[src/phc_pkg.sv]
// Constants, field layout and state types of the PLL holdover and VCO calibration block
package phc_pkg;
    localparam int ADDR_W = 10;
    localparam int DATA_W = 8;

    localparam logic [9:0] A_LOCK_DET = 10'h018;
    localparam logic [9:0] A_LOCK_PIN = 10'h01a;
    localparam logic [9:0] A_REF_SEL  = 10'h01c;
    localparam logic [9:0] A_HOLD_CTL = 10'h01d;
    localparam logic [9:0] A_STATUS   = 10'h01f;
    localparam logic [9:0] A_VCO_DIV  = 10'h1e0;
    localparam logic [9:0] A_UPDATE   = 10'h232;

    localparam int LK_CAL  = 0;
    localparam int LK_CDIV = 1;
    localparam int LK_DIS  = 3;
    localparam int LK_WIN  = 4;
    localparam int LK_CNT  = 5;
    localparam int LP_SEL  = 0;
    localparam int LP_EXT  = 6;
    localparam int RS_BUF  = 1;
    localparam int RS_PREF = 3;
    localparam int RS_AUTO = 4;
    localparam int HC_EN   = 0;
    localparam int HC_EXT  = 1;
    localparam int HC_CMP  = 3;
    localparam int UP_GO   = 0;
    localparam int ST_LOCK = 0;
    localparam int ST_LDS  = 1;
    localparam int ST_R1LO = 2;
    localparam int ST_R2LO = 3;
    localparam int ST_VCLO = 4;
    localparam int ST_HOLD = 5;
    localparam int ST_CAL  = 6;

    localparam logic [7:0]  RST_LOCK_DET = 8'h00;
    localparam logic [7:0]  RST_LOCK_PIN = 8'h00;
    localparam logic [7:0]  RST_REF_SEL  = 8'h00;
    localparam logic [7:0]  RST_HOLD_CTL = 8'h00;
    localparam logic [7:0]  RST_VCO_DIV  = 8'h00;
    localparam logic [5:0]  LP_CSLOCK    = 6'h04;
    localparam logic [12:0] CAL_CYCLES   = 13'd4400;
    localparam logic [7:0]  LOCK_N0      = 8'd5;
    localparam logic [7:0]  LOCK_N1      = 8'd16;
    localparam logic [7:0]  LOCK_N2      = 8'd64;
    localparam logic [7:0]  LOCK_N3      = 8'd255;

    typedef enum logic [1:0] {HO_WAIT = 2'b00, HO_ARMED = 2'b01, HO_HOLD = 2'b11} phc_ho_t;
    typedef enum logic [1:0] {CA_IDLE = 2'b00, CA_SYNC = 2'b01, CA_TUNE = 2'b11,
                              CA_REL = 2'b10} phc_cal_t;
endpackage : phc_pkg

[src/phc_holdover_cal.sv]
// PLL automatic holdover, lock detect, monitors and VCO calibration sequencer
//
// Implementation choices: the register addresses and strobed register access.
`timescale 1ns/10ps
module phc_holdover_cal
    import phc_pkg::*;
(
    input  wire logic              mclk,
    input  wire logic              nrst,
    input  wire logic [ADDR_W-1:0] addr,
    input  wire logic [DATA_W-1:0] wdata,
    input  wire logic              wr,
    input  wire logic              rd,
    output logic      [DATA_W-1:0] rdata,
    input  wire logic              lock_indicator_pin,
    input  wire logic              pd_ref_event,
    input  wire logic              pd_cycle,
    input  wire logic              pd_in_window,
    input  wire logic              sel_second_reference,
    input  wire logic              first_ref_low,
    input  wire logic              second_ref_low,
    input  wire logic              vco_clk_low,
    output logic                   cp_hiz,
    output logic                   swallow_reset,
    output logic                   digital_lock_detect,
    output logic                   lock_window_low,
    output logic      [5:0]        lock_pin_sel,
    output logic                   current_source_lock_detect,
    output logic                   ref_auto_switch,
    output logic                   prefer_second_reference,
    output logic      [1:0]        ref_buf_en,
    output logic                   ref_mon_extended,
    output logic                   pin_comparator_en,
    output logic                   ext_holdover_en,
    output logic                   cal_sync,
    output logic                   cal_tune,
    output logic                   cal_loop_open,
    output logic      [2:0]        vco_div
);

    // ************************************************************
    // Register file
    // ************************************************************
    // Writes land in a buffer; the update command moves them to the active set
    logic [7:0] buf_lock_det, buf_lock_pin, buf_ref_sel, buf_hold_ctl, buf_vco_div;
    logic [7:0] lock_det, lock_pin, ref_sel, hold_ctl, vco_div_reg;
    logic       update;
    logic       cal_done;
    logic [7:0] status;

    assign update = wr && addr == A_UPDATE && wdata[UP_GO];

    always_ff @(posedge mclk or negedge nrst) begin
        if (!nrst) begin
            buf_lock_det <= RST_LOCK_DET;
            buf_lock_pin <= RST_LOCK_PIN;
            buf_ref_sel  <= RST_REF_SEL;
            buf_hold_ctl <= RST_HOLD_CTL;
            buf_vco_div  <= RST_VCO_DIV;
        end else if (wr) begin
            case (addr)
                A_LOCK_DET: buf_lock_det <= {1'b0, wdata[6:0]};
                A_LOCK_PIN: buf_lock_pin <= {1'b0, wdata[6:0]};
                A_REF_SEL:  buf_ref_sel  <= {3'b000, wdata[4:1], 1'b0};
                A_HOLD_CTL: buf_hold_ctl <= {4'h0, wdata[3], 1'b0, wdata[1:0]};
                A_VCO_DIV:  buf_vco_div  <= {5'h00, wdata[2:0]};
                default: ;
            endcase
        end
    end

    always_ff @(posedge mclk or negedge nrst) begin
        if (!nrst) begin
            lock_det    <= RST_LOCK_DET;
            lock_pin    <= RST_LOCK_PIN;
            ref_sel     <= RST_REF_SEL;
            hold_ctl    <= RST_HOLD_CTL;
            vco_div_reg <= RST_VCO_DIV;
        end else if (update) begin
            lock_det    <= buf_lock_det;
            lock_pin    <= buf_lock_pin;
            ref_sel     <= buf_ref_sel;
            hold_ctl    <= buf_hold_ctl;
            vco_div_reg <= buf_vco_div;
        end
    end

    always_ff @(posedge mclk or negedge nrst) begin
        if (!nrst) begin
            rdata <= 8'h00;
        end else if (rd) begin
            case (addr)
                A_LOCK_DET: rdata <= buf_lock_det;
                A_LOCK_PIN: rdata <= buf_lock_pin;
                A_REF_SEL:  rdata <= buf_ref_sel;
                A_HOLD_CTL: rdata <= buf_hold_ctl;
                A_VCO_DIV:  rdata <= buf_vco_div;
                A_STATUS:   rdata <= status;
                default:    rdata <= 8'h00;
            endcase
        end else begin
            rdata <= 8'h00;
        end
    end

    // ************************************************************
    // Configuration outputs
    // ************************************************************
    assign lock_window_low            = lock_det[LK_WIN];
    assign lock_pin_sel               = lock_pin[LP_SEL +: 6];
    assign current_source_lock_detect = lock_pin[LP_SEL +: 6] == LP_CSLOCK;
    assign ref_mon_extended           = lock_pin[LP_EXT];
    assign ref_auto_switch            = ref_sel[RS_AUTO];
    assign prefer_second_reference    = ref_sel[RS_PREF];
    assign ref_buf_en                 = ref_sel[RS_BUF +: 2];
    assign pin_comparator_en          = hold_ctl[HC_CMP];
    assign ext_holdover_en            = hold_ctl[HC_EXT];
    assign vco_div                    = vco_div_reg[2:0];

    // ************************************************************
    // Digital lock detect
    // ************************************************************
    function automatic logic [7:0] lock_need(input logic [1:0] code);
        case (code)
            2'b00:   lock_need = LOCK_N0;
            2'b01:   lock_need = LOCK_N1;
            2'b10:   lock_need = LOCK_N2;
            default: lock_need = LOCK_N3;
        endcase
    endfunction : lock_need

    logic [7:0] lock_cnt;

    // One out-of-window cycle drops lock at once; lock needs a full run again
    always_ff @(posedge mclk or negedge nrst) begin
        if (!nrst) begin
            lock_cnt            <= 8'h00;
            digital_lock_detect <= 1'b0;
        end else if (lock_det[LK_DIS]) begin
            lock_cnt            <= 8'h00;
            digital_lock_detect <= 1'b0;
        end else if (pd_cycle) begin
            if (!pd_in_window) begin
                lock_cnt            <= 8'h00;
                digital_lock_detect <= 1'b0;
            end else if (lock_cnt >= lock_need(lock_det[LK_CNT +: 2]) - 8'd1) begin
                digital_lock_detect <= 1'b1;
            end else begin
                lock_cnt <= lock_cnt + 8'd1;
            end
        end
    end

    // ************************************************************
    // Automatic holdover
    // ************************************************************
    phc_ho_t ho_state, next_ho_state;
    logic    pin_sensed;
    logic    ref_present;
    logic    auto_ho_en;
    logic    ho_exit;

    assign pin_sensed  = hold_ctl[HC_CMP] ? lock_indicator_pin : 1'b1;
    assign ref_present = sel_second_reference ? !second_ref_low : !first_ref_low;
    assign auto_ho_en  = hold_ctl[HC_EN] && !hold_ctl[HC_EXT];
    assign ho_exit     = pd_ref_event && ref_present;

    always_comb begin
        next_ho_state = ho_state;
        case (ho_state)
            HO_WAIT: begin
                if (digital_lock_detect && pin_sensed) begin
                    next_ho_state = HO_ARMED;
                end
            end
            HO_ARMED: begin
                if (!pin_sensed) begin
                    next_ho_state = HO_HOLD;
                end
            end
            HO_HOLD: begin
                if (ho_exit) begin
                    next_ho_state = HO_WAIT;
                end
            end
            default: next_ho_state = HO_WAIT;
        endcase
        if (!auto_ho_en) begin
            next_ho_state = HO_WAIT;
        end
    end

    always_ff @(posedge mclk or negedge nrst) begin
        if (!nrst) begin
            ho_state <= HO_WAIT;
        end else begin
            ho_state <= next_ho_state;
        end
    end

    assign cp_hiz = ho_state == HO_HOLD;

    // Only the swallow counter is cleared; the prescaler keeps running
    always_ff @(posedge mclk or negedge nrst) begin
        if (!nrst) begin
            swallow_reset <= 1'b0;
        end else begin
            swallow_reset <= ho_state == HO_HOLD && ho_exit && auto_ho_en;
        end
    end

    // ************************************************************
    // Frequency monitors and status
    // ************************************************************
    always_comb begin
        status          = 8'h00;
        status[ST_LOCK] = digital_lock_detect;
        status[ST_LDS]  = pin_sensed;
        status[ST_R1LO] = first_ref_low;
        status[ST_R2LO] = second_ref_low;
        status[ST_VCLO] = vco_clk_low;
        status[ST_HOLD] = cp_hiz;
        status[ST_CAL]  = cal_done;
    end

    // ************************************************************
    // VCO calibration
    // ************************************************************
    phc_cal_t   cal_state, next_cal_state;
    logic [3:0] div_cnt;
    logic [4:0] div_n;
    logic       cal_tick;
    logic [12:0] tick_cnt;
    logic       cal_start;
    logic       cal_last;

    // Only a fresh 0 to 1 of the active calibrate bit starts a run
    assign cal_start = update && buf_lock_det[LK_CAL] && !lock_det[LK_CAL];
    assign div_n     = 5'd2 << lock_det[LK_CDIV +: 2];
    assign cal_tick  = pd_ref_event && div_cnt == 4'(div_n - 5'd1);
    assign cal_last  = cal_tick && tick_cnt == CAL_CYCLES - 13'd1;

    always_ff @(posedge mclk or negedge nrst) begin
        if (!nrst) begin
            div_cnt <= 4'h0;
        end else if (cal_state == CA_IDLE || cal_tick) begin
            div_cnt <= 4'h0;
        end else if (pd_ref_event) begin
            div_cnt <= div_cnt + 4'h1;
        end
    end

    always_comb begin
        next_cal_state = cal_state;
        case (cal_state)
            CA_IDLE: if (cal_start) next_cal_state = CA_SYNC;
            CA_SYNC: next_cal_state = CA_TUNE;
            CA_TUNE: if (cal_last) next_cal_state = CA_REL;
            CA_REL:  next_cal_state = CA_IDLE;
            default: next_cal_state = CA_IDLE;
        endcase
    end

    always_ff @(posedge mclk or negedge nrst) begin
        if (!nrst) begin
            cal_state <= CA_IDLE;
            tick_cnt  <= 13'h0000;
        end else begin
            cal_state <= next_cal_state;
            if (cal_state != CA_TUNE) begin
                tick_cnt <= 13'h0000;
            end else if (cal_tick) begin
                tick_cnt <= tick_cnt + 13'h0001;
            end
        end
    end

    // A start cannot fall on the finishing cycle, so set and clear never meet
    always_ff @(posedge mclk or negedge nrst) begin
        if (!nrst) begin
            cal_done <= 1'b0;
        end else if (cal_state == CA_REL) begin
            cal_done <= 1'b1;
        end else if (cal_state == CA_IDLE && cal_start) begin
            cal_done <= 1'b0;
        end
    end

    // Outputs resume when sync drops; the loop closes one cycle after
    assign cal_sync      = cal_state == CA_SYNC || cal_state == CA_TUNE;
    assign cal_tune      = cal_state == CA_TUNE;
    assign cal_loop_open = cal_state != CA_IDLE;
endmodule : phc_holdover_cal

[config.mk]
export PLATFORM = sky130hd
export DESIGN_NAME = phc_holdover_cal
export DESIGN_NICKNAME = d
export VERILOG_FILES = /design/src/phc_pkg.sv /design/src/phc_holdover_cal.sv
export SDC_FILE = /design/constraint.sdc
export NUM_CORES = 1
export LEC_CHECK = 0
export BUFFER_PORTS_ARGS = -buffer_cell sky130_fd_sc_hd__buf_2
export CAP_MARGIN = 10
export CORE_MARGIN = 5
export CORE_UTILIZATION = 57
export CTS_CLUSTER_DIAMETER = 40
export CTS_CLUSTER_SIZE = 16
export DETAILED_ROUTE_END_ITERATION = 10
export PLACE_DENSITY = 0.79
export SLEW_MARGIN = 30
export SYNTH_ARGS = -nofsm -noshare
export SYNTH_HDL_FRONTEND = slang
export SYNTH_SLANG_ARGS = --single-unit
[constraint.sdc]
create_clock -name mclk -period 2.9 [get_ports mclk]
set_input_delay 0.29 -clock mclk [delete_from_list [all_inputs] [get_ports mclk]]
set_output_delay 0.29 -clock mclk [all_outputs]
set_load 0.005 [all_outputs]
# Word-level counts from Yosys, hierarchy flattened
# Index checks and enable logic that the tools add are counted.
[totals]
elab_cells = 116
output_inout_bits = 32
regBits = 88
input_bits = 30
[op_classes]
shifts = 1
order_cmp = 1
n_reduce_logical = 35
n_eq_ne = 25
mux = 30
add_sub_neg = 5
[op_table]
columns = ["cell", "count"]
rows = [
  ["$mux W8", 8],
  ["$eq A10 B5 Y1 const B", 5],
  ["$pmux W7 S6", 1],
  ["$mux W13", 2],
  ["$pmux W8 S3", 1],
  ["$reduce_and A2 Y1", 8],
  ["$add A13 B1 Y13 const B", 1],
  ["$eq A13 B13 Y1 const B", 1],
  ["$logic_and A1 B1 Y1", 12],
  ["$mux W2", 6],
  ["$eq A10 B10 Y1 const B", 1],
  ["$eq A10 B9 Y1 const B", 1],
  ["$reduce_bool A2 Y1", 5],
  ["$ne A3 B3 Y1 const B", 3],
  ["$add A8 B1 Y8 const B", 1],
  ["$eq A2 B2 Y1 const B", 4],
  ["$ge A8 B8 Y1", 1],
  ["$mux W1", 8],
  ["$mux W4", 2],
  ["$pmux W2 S4", 1],
  ["$sub A8 B1 Y8 const B", 1],
  ["$eq A2 B1 Y1 const B", 3],
  ["$eq A6 B3 Y1 const B", 1],
  ["$logic_not A2 Y1", 3],
  ["other kinds (12)", 17],
]

# Logic depth before layout (Yosys ltp)
[depth]
word_depth = 11
mapped_depth = 10
depth_no_buf = 9

# Worst setup path before layout
# Ideal clock, no wire load.
[synth_path]
path_kind = "reg2reg"
from = "register lock_det[5]"
to = "register lock_cnt[5]"
stages_incl_launch_ff = 11
required_time_ns = 2.769
setup_time_ns = 0.131
period_less_slack_ns = 2.454
t_arrival_ns = 2.323
n_path_buf = 1
slack_ns = 0.446
cell_sequence = "dfrtp_1 > inv_1 > ha_1 > and2_1 > ha_1 > nand2_1 > o21ai_0 > a21o_1 > clkbuf_1 > nor2_1 > or3_1"
[synth_via]
elab_chain_cells = 9
elab_cells_between_ends = 11
classes_between = "1 x add/sub; 1 x order compare; 3 x eq/ne; 4 x mux; 2 x reduce/logical"
[synth_lines]
columns = ["item", "line_no", "rtl"]
rows = [
  ["start: declaration", "phc_holdover_cal.sv:46", "logic [7:0] lock_det, lock_pin, ref_sel, hold_ctl, vco_div_reg;"],
  ["start signal: assignment", "phc_holdover_cal.sv:80", "lock_det <= buf_lock_det;"],
  ["$eq A2 B2 Y1 (tied with other cells)", "phc_holdover_cal.sv:124", "case (code)"],
  ["$pmux W8 S3 (*)", "phc_holdover_cal.sv:124", ""],
  ["$mux W8 (*)", "phc_holdover_cal.sv:143", "if (!pd_in_window) begin"],
  ["$mux W8 (*)", "phc_holdover_cal.sv:142", "end else if (pd_cycle) begin"],
  ["$mux W8 (*)", "phc_holdover_cal.sv:139", "end else if (lock_det[LK_DIS]) begin"],
  ["$sub A8 B1 Y8 (*)", "phc_holdover_cal.sv:146", "end else if (lock_cnt >= lock_need(lock_det[LK_CNT +: 2]) - 8'd1) begin"],
  ["$ge A8 B8 Y1 (*)", "phc_holdover_cal.sv:146", ""],
  ["$ne A3 B3 Y1 (no line) (*)", "n/a", ""],
  ["$reduce_and A2 Y1 (no line) (*)", "n/a", ""],
  ["end signal: assignment", "phc_holdover_cal.sv:149", "lock_cnt <= lock_cnt + 8'd1;"],
  ["end: declaration", "phc_holdover_cal.sv:132", "logic [7:0] lock_cnt;"],
]
# Mark *: on every way between the ends. The rest lies on a longest branch, timed or not. The select of a mux whose other input is x is not followed.
# A chain may end at the register's enable or synchronous reset.

# Worst setup path after layout
[layout_path]
from = "register lock_det[5]"
to = "register lock_cnt[7]"
# Same word-level chain as after synthesis.

==> flow_summary.toml <==
[final_layout]
diodes = 0
seq_area_mm2 = 0.00218
fin_nets = 490
largest_register_ffs = 13
layout_commonest_cell = "dfrtp_1"
drive_above_1_share_pct = 32.1
multiInputGateArea_mm2 = 0.00206
nFillCells = 601
layout_common_cells = "dfrtp_1, buf_2, mux2_2"
reg.largest.list = "tick_cnt: 13 flops, lock_cnt: 8 flops"
fin_area_mm2 = 0.00494
regMostFlops = "tick_cnt"
syn2layout_area_growth_pct = 13.3

[placed_design]
io_buffer_count = 59
gp_congestion = 0.870
dp_hpwl_um = 7020
dpl_cell_area_mm2 = 0.00475

[grt]
grt_start_max_net_pins = 52
grtUsageTotal_pct = 20.3
grt_pass1_vias = 3264
grt_pass1_wl_um = 15800
grt_overflow = 0
antenna_found_initial = 0

[min_path]
hold_path.class = "in -> reg"

[clock_network]
ctsLongestPathBuffers = 2
clkTransAtPathRegs_ps = 90
cts_setup_buffers = 0
cts_made_buffers = 9
clock_latency_ps = 350
cts_tree = "built"
numClockSinks = 87
htree_levels = 3
clockRootBuffer = "clkbuf_8"

[pwr]
p_per_area_mw_per_mm2 = 478
leakagePower_nw = 2.43
peakVddDrop_mv = 0.283

[timing]
max_freq_ghz = 0.377
worstMarginPinSlew_ps = 635
finalCritPeriodShare_pct = 91.5
grt_setup_unrepaired = "no"
hold_violations = 0
clock_skew_ps = 9.80
fin_crit_ps = 2650
slew_viol_final = 0
finalSetupTns_ps = 0
maxSlewHeadroom_pct = 57.7
setup_violations = 0

[routing]
avgRoutedWirePerCell_um = 16.9
dr.pass1.iters = 4
viasPerCell = 5.85
drt-total-wl_um = 9310
drtIter0Drc = 92
drc = 0
ant_nets = 0
via_count = 3226

[worst_setup_path]
cp-end-kind = "register"
path_class = "reg -> reg"
critPathArrivalTime_ps = 2950
required_ps = 3200
crit_fanout = 11
reg2reg_slack_ps = 250
crit_path_start_kind = "register"

[floorplan]
num_io_pins = 62
die_area_mm2 = 0.00951
die_w_um = 97.5
start_util_pct = 57.4
die_h_um = 97.5
core_mm2 = 0.00761
fp-row-count = 32

[yosys]
syn_area_mm2 = 0.00436
ys_ff_latch = 87
ys_async_sr_fraction_pct = 100
synth_flop_cell = "dfrtp_1"
syn_inst = 383
synth-edff-count = 0
ys_seq_area_share_pct = 49.9
ys_types = 61
postSynthAreaPerCell_um2 = 11.4
yosys_warnings = 0
syn_nets = 429

[job]
maxCapViolations = 0

[status]
status = "finished, final reports clean"
[power by group]
part / internal [mW] / switching [mW] / leakage, nW
Combinational: 0.109 / 0.162 / 1.14
Clock: 0.340 / 0.451 / 0.0930
Sequential: 1.25 / 0.0560 / 1.20
Total: 1.69 / 0.669 / 2.43
[final timing paths]
kind,cells past startpoint,startpoint,to
max,9,lock_det[5],lock_cnt[7]
min,2,wdata[6],buf_lock_pin[6]
max reg2reg,9,lock_det[5],lock_cnt[7]
min reg2reg,0,cal_state[0],cal_state[1]
max in group asynchronous,3,nrst,tick_cnt[3]
min in group asynchronous,2,nrst,tick_cnt[11]
[Yosys cell counts, types with 4 or more instances]
| master | number | area share [%] |
|---|---|---|
| or4_1 | 7 | 1.2 |
| nand3_1 | 11 | 1.3 |
| nand4_1 | 8 | 1.1 |
| mux2_2 | 44 | 11 |
| nand2_1 | 32 | 2.8 |
| nor3_1 | 8 | 0.92 |
| ha_1 | 16 | 4.6 |
| nor2_1 | 20 | 1.7 |
| o31ai_1 | 6 | 1.0 |
| dfrtp_1 | 87 | 50 |
| inv_1 | 14 | 1.2 |
| clkbuf_1 | 11 | 0.95 |
| o21ai_0 | 4 | 0.46 |
| nand2b_1 | 4 | 0.57 |
| xnor2_1 | 7 | 1.4 |
| a222oi_1 | 4 | 0.92 |
| a21o_1 | 4 | 0.69 |
| a21oi_1 | 25 | 2.9 |
| mux2_4 | 7 | 2.4 |
[stage by stage]
stage	total power [mW]	hold slack, ps	std cells	util [%]	setup WS (ps)
2_1_floorplan	1.48	-5.59	383	-	446
3_3_place_gp	1.58	353	534	62.5	370
4_1_cts	2.37	171	551	65.0	258
6_report	2.36	183	551	65.0	248
3_5_place_dp	1.59	358	534	62.5	313
5_1_grt	2.48	174	551	65.0	51.8
[worst max-delay path, stage by stage (launching register included)]
cell and delay, ps:
dfrtp_1 400, inv_1 100, ha_1 320, and2_1 160, ha_1 280, a211oi_1 190
o21ai_0 210, a21o_1 340, or4_1 500, nand2_1 80
[cells by family (layout without fill, tap and decap cells)]
| group | after synthesis | in the layout | share of synthesized area [%] |
|---|---|---|---|
| AND/OR/NAND/NOR | 122 | 122 | 16.2 |
| flip-flops | 87 | 87 | 49.9 |
| AO/OA/AOI/OAI | 66 | 66 | 10.3 |
| multiplexers | 54 | 54 | 14.4 |
| buffers and inverters | 29 | 95 | 2.92 |
| adder cells (fa/ha/maj) | 16 | 16 | 4.59 |
| XOR/XNOR | 8 | 8 | 1.61 |
| other | 1 | 1 | 0.0859 |
[metal layers]
layer / track usage, % / share of wire [%] / vias up
met3: 3.16 / 3.7 / 12
met4: 7.45 / 1.4 / 0
met5: 0 / 0 / -
met2: 34.7 / 51 / 86
li1: - / - / 1539
met1: 25.9 / 44 / 1589
[what timing repair did]
item                      4_1_cts  5_1_grt
gates resized for setup         0        0
hold buffers                    1        0
hold endpoints to repair       49        0
[cell type report]
cell class	count	area share (%)
Sequential cell	87	44.0
Multi-Input combinational cell	267	41.7
Timing Repair Buffer	65	6.99
Clock buffer	10	2.78
Tap cell	102	2.58
Inverter	14	1.06
Clock inverter	6	0.886
Power figures use the tool's default switching activity.
